`config.mk`:
```
export PLATFORM = sky130hd
export DESIGN_NAME = rtecc_csr
export DESIGN_NICKNAME = d
export VERILOG_FILES = /design/src/verilog/rtecc_pkg.sv /design/src/verilog/rtecc_csr.sv /design/src/verilog/rtecc_slew_field.sv
export SDC_FILE = /design/constraint.sdc
export NUM_CORES = 1
export LEC_CHECK = 0
export BUFFER_PORTS_ARGS = -buffer_cell sky130_fd_sc_hd__buf_4
export CAP_MARGIN = 20
export CELL_PAD_IN_SITES_DETAIL_PLACEMENT = 2
export CELL_PAD_IN_SITES_GLOBAL_PLACEMENT = 2
export CORE_MARGIN = 3
export CORE_UTILIZATION = 34
export DETAILED_ROUTE_END_ITERATION = 16
export PLACE_DENSITY_LB_ADDON = 0.08
export SYNTH_ARGS = -nofsm -noshare
export SYNTH_HDL_FRONTEND = slang
export SYNTH_SLANG_ARGS = --single-unit
```
`constraint.sdc`:
```
create_clock -name clk_sys_i -period 5.42 [get_ports clk_sys_i]
set_input_delay 0.542 -clock clk_sys_i [delete_from_list [all_inputs] [get_ports clk_sys_i]]
set_output_delay 0.542 -clock clk_sys_i [all_outputs]
set_load 0.05 [all_outputs]
```
`src/verilog/rtecc_pkg.sv`:
```
// shared constants of the edge-rate and contention register bank
// assumes 8-bit registers reached through a byte-wide sub-address port
package rtecc_pkg;
    localparam logic [7:0] RTECC_ADDR_SLEW_A = 8'h0a;
    localparam logic [7:0] RTECC_ADDR_SLEW_B = 8'h0b;
    localparam logic [7:0] RTECC_ADDR_CONT = 8'h0d;
    localparam logic [7:0] RTECC_PTR_RST = 8'h00;
    localparam logic [7:0] RTECC_PTR_STEP = 8'h01;
    localparam logic [7:0] RTECC_RD_RST = 8'h00;
    localparam logic [1:0] RTECC_FLD_RST = 2'h0;
    localparam logic [1:0] RTECC_RSVD_2 = 2'h0;
    localparam logic [3:0] RTECC_CONT_RST = 4'h0;
    // three-level strap codes as delivered by the pad comparator
    localparam logic [1:0] RTECC_LVL_HIGH = 2'h2;
    localparam logic [1:0] RTECC_LVL_BAD = 2'h3;
    // field order: in lp, out lp, clock hs, lane3, lane2, lane1, lane0
    localparam int RTECC_NUM_FLD = 7;
    localparam int RTECC_FLD_W = 2;
    localparam int RTECC_IDX_IN_LP = 0;
    localparam int RTECC_IDX_OUT_LP = 1;
    localparam int RTECC_IDX_CLK_HS = 2;
    localparam int RTECC_IDX_L3_HS = 3;
    localparam int RTECC_IDX_L2_HS = 4;
    localparam int RTECC_IDX_L1_HS = 5;
    localparam int RTECC_IDX_L0_HS = 6;
    localparam logic [7:0] RTECC_FLD_ADDR [RTECC_NUM_FLD] = '{
        8'h0a, 8'h0a, 8'h0a, 8'h0b, 8'h0b, 8'h0b, 8'h0b};
    localparam int RTECC_FLD_LSB [RTECC_NUM_FLD] = '{6, 4, 0, 6, 4, 2, 0};
    // contention status bit positions inside the status register
    localparam int RTECC_CB_OUT_NEG = 5;
    localparam int RTECC_CB_OUT_POS = 4;
    localparam int RTECC_CB_IN_NEG = 1;
    localparam int RTECC_CB_IN_POS = 0;
endpackage

```
`src/verilog/rtecc_csr.sv`:
```
// edge-rate select and lane-0 contention status register bank
// assumes an i2c engine hands over sub-address, write and read bytes
// one at a time, synchronous to clk_sys_i
`timescale 1ns/10ps
module rtecc_csr
    import rtecc_pkg::*;
(
    input wire logic clk_sys_i,
    input wire logic rst_i,
    input wire logic clk_en_i,
    input wire logic sub_addr_valid_i,
    input wire logic [7:0] sub_addr_i,
    input wire logic wr_valid_i,
    input wire logic [7:0] wr_data_i,
    input wire logic rd_req_i,
    input wire logic [1:0] slew_strap_pin_i,
    input wire logic [1:0] out_lp_strap_code_i,
    input wire logic out_lane0_neg_contention_i,
    input wire logic out_lane0_pos_contention_i,
    input wire logic in_lane0_neg_contention_i,
    input wire logic in_lane0_pos_contention_i,
    output logic [7:0] rd_data_o,
    output logic rd_valid_o,
    output logic [1:0] in_side_lp_slew_sel_o,
    output logic [1:0] out_side_lp_slew_sel_o,
    output logic [1:0] clock_lane_hs_slew_sel_o,
    output logic [1:0] lane3_hs_slew_sel_o,
    output logic [1:0] lane2_hs_slew_sel_o,
    output logic [1:0] lane1_hs_slew_sel_o,
    output logic [1:0] lane0_hs_slew_sel_o
);
    logic strap_done;
    logic [7:0] ptr;
    logic [3:0] cont;
    logic [1:0] fld [RTECC_NUM_FLD];
    logic [1:0] fld_load_val [RTECC_NUM_FLD];
    wire strap_load;
    wire acc_sub;
    wire acc_wr;
    wire acc_rd;
    wire [1:0] hs_strap_code;
    wire [7:0] reg_slew_a;
    wire [7:0] reg_slew_b;
    wire [7:0] reg_cont;
    wire [7:0] rd_mux;
    wire [7:0] next_ptr;
    wire [3:0] next_cont;

    // first enabled edge after release is the strap capture point
    assign strap_load = clk_en_i & ~strap_done;
    // an undefined pad code is read as high so 11 stays software only in the hs fields
    assign hs_strap_code = (slew_strap_pin_i == RTECC_LVL_BAD) ?
        RTECC_LVL_HIGH : slew_strap_pin_i;

    // sub-address beats write beats read when several arrive together
    assign acc_sub = clk_en_i & sub_addr_valid_i;
    assign acc_wr = clk_en_i & wr_valid_i & ~sub_addr_valid_i & ~strap_load;
    assign acc_rd = clk_en_i & rd_req_i & ~sub_addr_valid_i & ~wr_valid_i & ~strap_load;
    assign next_ptr = acc_sub ? sub_addr_i :
        ((acc_wr | acc_rd) ? 8'(ptr + RTECC_PTR_STEP) : ptr);

    always_ff @(posedge clk_sys_i or posedge rst_i) begin
        if (rst_i) begin
            strap_done <= 1'b0;
            ptr <= RTECC_PTR_RST;
        end else if (clk_en_i) begin
            strap_done <= 1'b1;
            ptr <= next_ptr;
        end
    end

    always_comb begin
        fld_load_val[RTECC_IDX_IN_LP] = RTECC_FLD_RST;
        fld_load_val[RTECC_IDX_OUT_LP] = out_lp_strap_code_i;
        fld_load_val[RTECC_IDX_CLK_HS] = hs_strap_code;
        fld_load_val[RTECC_IDX_L3_HS] = hs_strap_code;
        fld_load_val[RTECC_IDX_L2_HS] = hs_strap_code;
        fld_load_val[RTECC_IDX_L1_HS] = hs_strap_code;
        fld_load_val[RTECC_IDX_L0_HS] = hs_strap_code;
    end

    genvar g;
    generate
        for (g = 0; g < RTECC_NUM_FLD; g = g + 1) begin : gen_fld
            wire fld_wr;
            assign fld_wr = acc_wr & (ptr == RTECC_FLD_ADDR[g]);
            rtecc_slew_field u_fld (
                .clk_sys_i(clk_sys_i),
                .rst_i(rst_i),
                .clk_en_i(clk_en_i),
                .load_i(strap_load),
                .load_val_i(fld_load_val[g]),
                .wr_i(fld_wr),
                .wr_val_i(wr_data_i[RTECC_FLD_LSB[g] +: RTECC_FLD_W]),
                .q_o(fld[g])
            );
        end
    endgenerate

    assign in_side_lp_slew_sel_o = fld[RTECC_IDX_IN_LP];
    assign out_side_lp_slew_sel_o = fld[RTECC_IDX_OUT_LP];
    assign clock_lane_hs_slew_sel_o = fld[RTECC_IDX_CLK_HS];
    assign lane3_hs_slew_sel_o = fld[RTECC_IDX_L3_HS];
    assign lane2_hs_slew_sel_o = fld[RTECC_IDX_L2_HS];
    assign lane1_hs_slew_sel_o = fld[RTECC_IDX_L1_HS];
    assign lane0_hs_slew_sel_o = fld[RTECC_IDX_L0_HS];

    // status follows the detectors; nothing the host writes reaches it
    assign next_cont = {out_lane0_neg_contention_i, out_lane0_pos_contention_i,
        in_lane0_neg_contention_i, in_lane0_pos_contention_i};

    always_ff @(posedge clk_sys_i or posedge rst_i) begin
        if (rst_i) begin
            cont <= RTECC_CONT_RST;
        end else if (clk_en_i) begin
            cont <= next_cont;
        end
    end

    assign reg_slew_a = {fld[RTECC_IDX_IN_LP], fld[RTECC_IDX_OUT_LP], RTECC_RSVD_2,
        fld[RTECC_IDX_CLK_HS]};
    assign reg_slew_b = {fld[RTECC_IDX_L3_HS], fld[RTECC_IDX_L2_HS],
        fld[RTECC_IDX_L1_HS], fld[RTECC_IDX_L0_HS]};
    assign reg_cont = {RTECC_RSVD_2, cont[3], cont[2], RTECC_RSVD_2,
        cont[1], cont[0]};
    // addresses outside this bank read zero here; other banks mux elsewhere
    assign rd_mux = (ptr == RTECC_ADDR_SLEW_A) ? reg_slew_a :
        (ptr == RTECC_ADDR_SLEW_B) ? reg_slew_b :
        (ptr == RTECC_ADDR_CONT) ? reg_cont : RTECC_RD_RST;

    always_ff @(posedge clk_sys_i or posedge rst_i) begin
        if (rst_i) begin
            rd_data_o <= RTECC_RD_RST;
            rd_valid_o <= 1'b0;
        end else if (clk_en_i) begin
            rd_valid_o <= acc_rd;
            if (acc_rd) begin
                rd_data_o <= rd_mux;
            end
        end
    end
endmodule

```
`src/verilog/rtecc_slew_field.sv`:
```
// one two-bit edge-rate field: strap preload, then software owned
// assumes load and write never need to coexist after the preload cycle
`timescale 1ns/10ps
module rtecc_slew_field
    import rtecc_pkg::*;
(
    input wire logic clk_sys_i,
    input wire logic rst_i,
    input wire logic clk_en_i,
    input wire logic load_i,
    input wire logic [1:0] load_val_i,
    input wire logic wr_i,
    input wire logic [1:0] wr_val_i,
    output logic [1:0] q_o
);
    logic [1:0] next_q;

    // preload wins: host writes and reads are held off during that one cycle
    assign next_q = load_i ? load_val_i : (wr_i ? wr_val_i : q_o);

    always_ff @(posedge clk_sys_i or posedge rst_i) begin
        if (rst_i) begin
            q_o <= RTECC_FLD_RST;
        end else if (clk_en_i) begin
            q_o <= next_q;
        end
    end
endmodule
```
Yosys cells after proc, flatten, opt, wreduce, memory -nomap -nowiden
Index checks and enable logic that the tools add are counted.
{"block": "totals", "register_bits": 36, "input_bits": 30, "output_inout_bits": 23, "word_cells": 60}
{"block": "classes", "add_sub_neg": 1, "n_reduce_logical": 7, "n_eq_ne": 4, "n_bitwise": 16, "muxes": 20}
{"op": "8-bit two-way mux", "count": 4}
{"op": "2-bit two-way mux", "count": 15}
{"op": "8-bit by 4-bit equality test with 1-bit output, second input constant", "count": 3}
{"op": "1-bit bitwise AND", "count": 11}
{"op": "8-bit by 1-bit adder with 8-bit output, second input constant", "count": 1}
{"op": "2-bit AND reduction", "count": 4}
{"op": "6-bit two-way mux", "count": 1}
{"op": "2-bit nonzero test", "count": 3}
{"op": "1-bit inverter", "count": 4}
{"op": "2-bit equality test, second input constant", "count": 1}
{"op": "1-bit OR", "count": 1}

Logic depth before layout (Yosys ltp)
{"block": "depth", "ltp_word": 7, "depth_mapped": 7, "ltp_nobuf": 6}

Modules after synthesis
A second synthesis with hierarchy kept.
{"block": "unflattened", "cells_unflattened": 211, "area_unflattened_um2": 2185.8}
{"module": "rtecc_csr", "n_inst": 1, "area_each_um2": 1371.3, "seq_area_each_um2": 550.5, "cells_per_inst": 141}
{"module": "rtecc_slew_field", "n_inst": 7, "area_each_um2": 116.4, "seq_area_each_um2": 50.0, "cells_per_inst": 10}

Least setup slack after synthesis
No wires, ideal clock.
{"block": "synth_path", "path_kind": "reg2reg", "start": "register ptr[0]", "end": "register gen_fld[4].u_fld.q_o[1]", "period_less_slack_ps": 1708, "required_time_ps": 5283, "n_path_buf": 1, "setup_time_ps": 137, "slack_ps": 3712, "path_stages_with_launch": 7, "arrival_ps": 1571, "cell_sequence": "dfrtp_1 > ha_1 > and3b_1 > clkbuf_1 > nand3_2 > mux2i_1 > a21oi_1"}
{"block": "synth_between", "elab_chain_cells": 4}
{"item": "from (decl)", "line_no": "rtecc_csr.sv:33", "rtl": "logic [7:0] ptr;"}
{"item": "from (signal assigned)", "line_no": "rtecc_csr.sv:68", "rtl": "ptr <= next_ptr;"}
{"item": "8-bit by 4-bit equality test with 1-bit output", "line_no": "rtecc_csr.sv:86", "rtl": "assign fld_wr = acc_wr & (ptr == RTECC_FLD_ADDR[g]);"}
{"item": "1-bit bitwise AND", "line_no": "rtecc_csr.sv:86"}
{"item": "2-bit nonzero test (no source line)"}
{"item": "2-bit AND reduction (no source line)"}
{"item": "to (signal assigned)", "line_no": "rtecc_slew_field.sv:25", "rtl": "q_o <= next_q;"}
{"item": "to (decl)", "line_no": "rtecc_slew_field.sv:14", "rtl": "output logic [1:0] q_o"}
Every way passes these cells.
A chain may end at the register's enable or synchronous reset.

Worst setup path after layout
{"block": "layout_path", "start": "register ptr[0]", "end": "register gen_fld[3].u_fld.q_o[1]"}
{"block": "layout_between", "elab_chain_cells": 4}
{"item": "8-bit by 4-bit equality test with 1-bit output", "line_no": "rtecc_csr.sv:86"}
{"item": "1-bit bitwise AND", "line_no": "rtecc_csr.sv:86"}
{"item": "2-bit nonzero test (no source line)"}
{"item": "2-bit AND reduction (no source line)"}
{"item": "to (signal assigned)", "line_no": "rtecc_slew_field.sv:25"}
{"item": "to (decl)", "line_no": "rtecc_slew_field.sv:14"}
Every way passes these cells.

==> impl_metrics.toml <==
[sta]
clock_skew_ns = 0.00303
setup_slack_ns = 3.40
fin_setup_tns_ns = 0
fmax_ghz = 0.495
max_slew_margin = 0.576
fin_crit_ns = 2.02
rsz0062_at_grt = "false"
finalMaxSlewViolations = 0
period_share = 0.373
tightestPinTransition_ns = 0.636
hold_violations = 0
setup_viol = 0

[min_path]
hp-class = "in2async"

[routing]
first_pass_iters = 4
wl_per_cell_um = 19.1
wl_mm = 5.76
vias = 1623
drc = 0
via_per_inst = 5.37
first_iter_violations = 64
postRouteAntennaNets = 0

[yosys]
async_flop_share = 1.00
yosys.area_share.simple = 0.172
syn-mean-instance-area_sq_um = 10.3
synthAdderAreaFrac = 0.0202
ys_ff_latch = 36
synth_xor_area_frac = 0.00941
yosysSeqAreaShare = 0.484
synth_flop_cell = "dfrtp_1"
synth_area_sq_um = 1860
synth_edf_count = 0
yosysUniqueCellTypes = 41
yosys_warnings = 0
synth_nets = 214
synth_compound_area_frac = 0.171
syn_inst = 181
synthMuxAreaShare = 0.0995
synth_top_family_by_area = "simple AND/OR/NAND/NOR gates"

[pwr]
internal-power_uw = 502
p_comb_frac = 0.287
powerDensity_nw_per_um2 = 337
power_leakage_uw = 0.00110
p_sw_uw = 301
peakVddDrop_mv = 0.119
p_total_uw = 803
p_clk_frac = 0.252
switching_share = 0.375
sequentialPowerShare = 0.461

[global_route]
antenna_found_initial = 0
grt_use_total = 0.196
grt_pass1_vias = 1798
grt_max_degree = 37
grt_pass1_wl_mm = 9.47
overflow = 0

[place]
pre_cts_slack_ns = 3.39
placed_area_sq_um = 2280
dp_cells = 294
hpwl_mm = 4.34
gp_congestion = 0.785
io_buffers = 52

[cells_and_area]
drive_above_1_share = 0.315
final_area_sq_um = 2380
final_cells = 302
n_antenna_cell = 0
nets = 264
syn2layout_area_growth_pct = 27.8

[clock_tree]
cts_buffers = 5
path_clk_slew_ns = 0.07
htreeDepth = 2
cts.sinks = 36
cts_hold_buf = 0
cts_tree = "yes"
post_cts_buffers = 0
clock_latency_ns = 0.29
cts.path.max_buffers = 2
cts_resized = 0
cts_root_buf = "clkbuf_8"

[floorplanning]
core-area_sq_um = 5200
start_util = 0.357
die_width_um = 80.0
rows = 26
die-area_sq_um = 6400
fp.dieH_um = 80.0
boundaryPins = 53

[run]
drv_cap = 0

[critical_path]
end_kind = "flip-flop"
required_ns = 5.56
r2r_setup_slack_ns = 3.40
path_class = "reg2reg"
critical_path.max_fanout = 8
arrival_ns = 2.16
start_kind = "flip-flop"

[outcome]
outcome = "complete, no violations"
==> power groups by stage <==
stage                     sequential, uW  combinational (uW)  clock [uW]
after floorplan                      396                 122           0
after global placement               369                 223           0
after detailed placement             374                 232           0
after CTS                            370                 233         212
after global routing                 378                 252         223
final                                370                 230         202
==> synthesized netlist by cell type, types with 2 or more instances <==
cell / n / area share
o21ai_1: 2 / 0.0054
and3b_1: 2 / 0.0094
o31ai_1: 4 / 0.016
buf_2: 4 / 0.011
dfrtp_1: 36 / 0.48
and3_1: 3 / 0.010
xnor2_1: 2 / 0.0094
ha_1: 3 / 0.020
nand4_1: 2 / 0.0067
nand3_1: 6 / 0.016
mux2_2: 4 / 0.024
mux2i_1: 14 / 0.075
nor2_1: 11 / 0.022
inv_1: 5 / 0.010
a22oi_1: 2 / 0.0081
a221oi_1: 4 / 0.019
o21ai_2: 2 / 0.0094
a21oi_1: 22 / 0.059
nand2b_1: 2 / 0.0067
buf_6: 2 / 0.012
o21ai_0: 9 / 0.024
nand3b_1: 2 / 0.0081
nand2_1: 17 / 0.034
clkbuf_1: 2 / 0.0040
o21a_1: 2 / 0.0081
o22ai_1: 2 / 0.0067
==> area by class of cell <==
class / instances / area (sq um)
multi-input cells: 130 / 880
well taps: 70 / 87.6
clock inverters: 1 / 7.51
inverters: 5 / 18.8
clock buffers: 7 / 86.3
repair buffers: 53 / 398
flip-flops and latches: 36 / 901
fillers: 575 / 2830
==> stage by stage <==
step,hold slack [ns],util
6_report,0.368,0.457
5_1_grt,0.417,0.457
4_1_cts,0.379,0.457
3_5_place_dp,0.482,0.439
3_3_place_gp,0.468,0.439
2_1_floorplan,0.482,-
==> cell families after synthesis <==
logic type,count (synthesis)
multiplexers,18
flip-flops,36
XOR/XNOR,2
AND/OR/NAND/NOR,55
AO/OA/AOI/OAI,52
buffers and inverters,15
adder cells (fa/ha/maj),3
==> worst paths after layout <==
path,startpoint,end,cells after the start
max in group asynchronous,rst_i,gen_fld[3].u_fld.q_o[1],3
min,rst_i,ptr[6],3
min reg2reg,rd_data_o[3],rd_data_o[3],2
max reg2reg,ptr[0],gen_fld[3].u_fld.q_o[1],5
min in group clk_sys_i,in_lane0_neg_contention_i,cont[1],2
max,ptr[0],gen_fld[3].u_fld.q_o[1],5
==> placed cells by master, fill, tap and decap left out, types with 3 or more instances in the layout <==
cell      synthesis  layout
dfrtp_1          36      36
mux2_2            4       4
buf_4             1      53
o31ai_1           4       4
nand2_1          17      17
o21ai_0           9       9
a21oi_1          22      22
a221oi_1          4       4
mux2i_1          14      14
inv_1             5       5
clkbuf_8          0       6
nor2_1           11      11
and3_1            3       3
nand3_1           6       6
ha_1              3       3
==> worst max-delay path, cell delays in order (launching register included) <==
cell and delay (ns):
dfrtp_1 0.49, ha_1 0.37, and3b_1 0.35, nand3_2 0.32, mux2i_1 0.26, a21oi_1 0.09
==> routing by layer <==
layer  routed length, um  vias to the layer above  track usage
li1                    -                      758            -
met1                2570                      822        0.259
met2                2870                       38        0.320
met3                 255                        5       0.0451
met4                  66                        0       0.0524
met5                   0                        -            0
==> flip-flops by register name, summed over array words and instances, names as in the netlist <==
register / cells
gen_fld.u_fld.q_o: 14
strap_done: 1
rd_data_o: 8
ptr: 8
rd_valid_o: 1
cont: 4
Power figures use the tool's default switching activity.
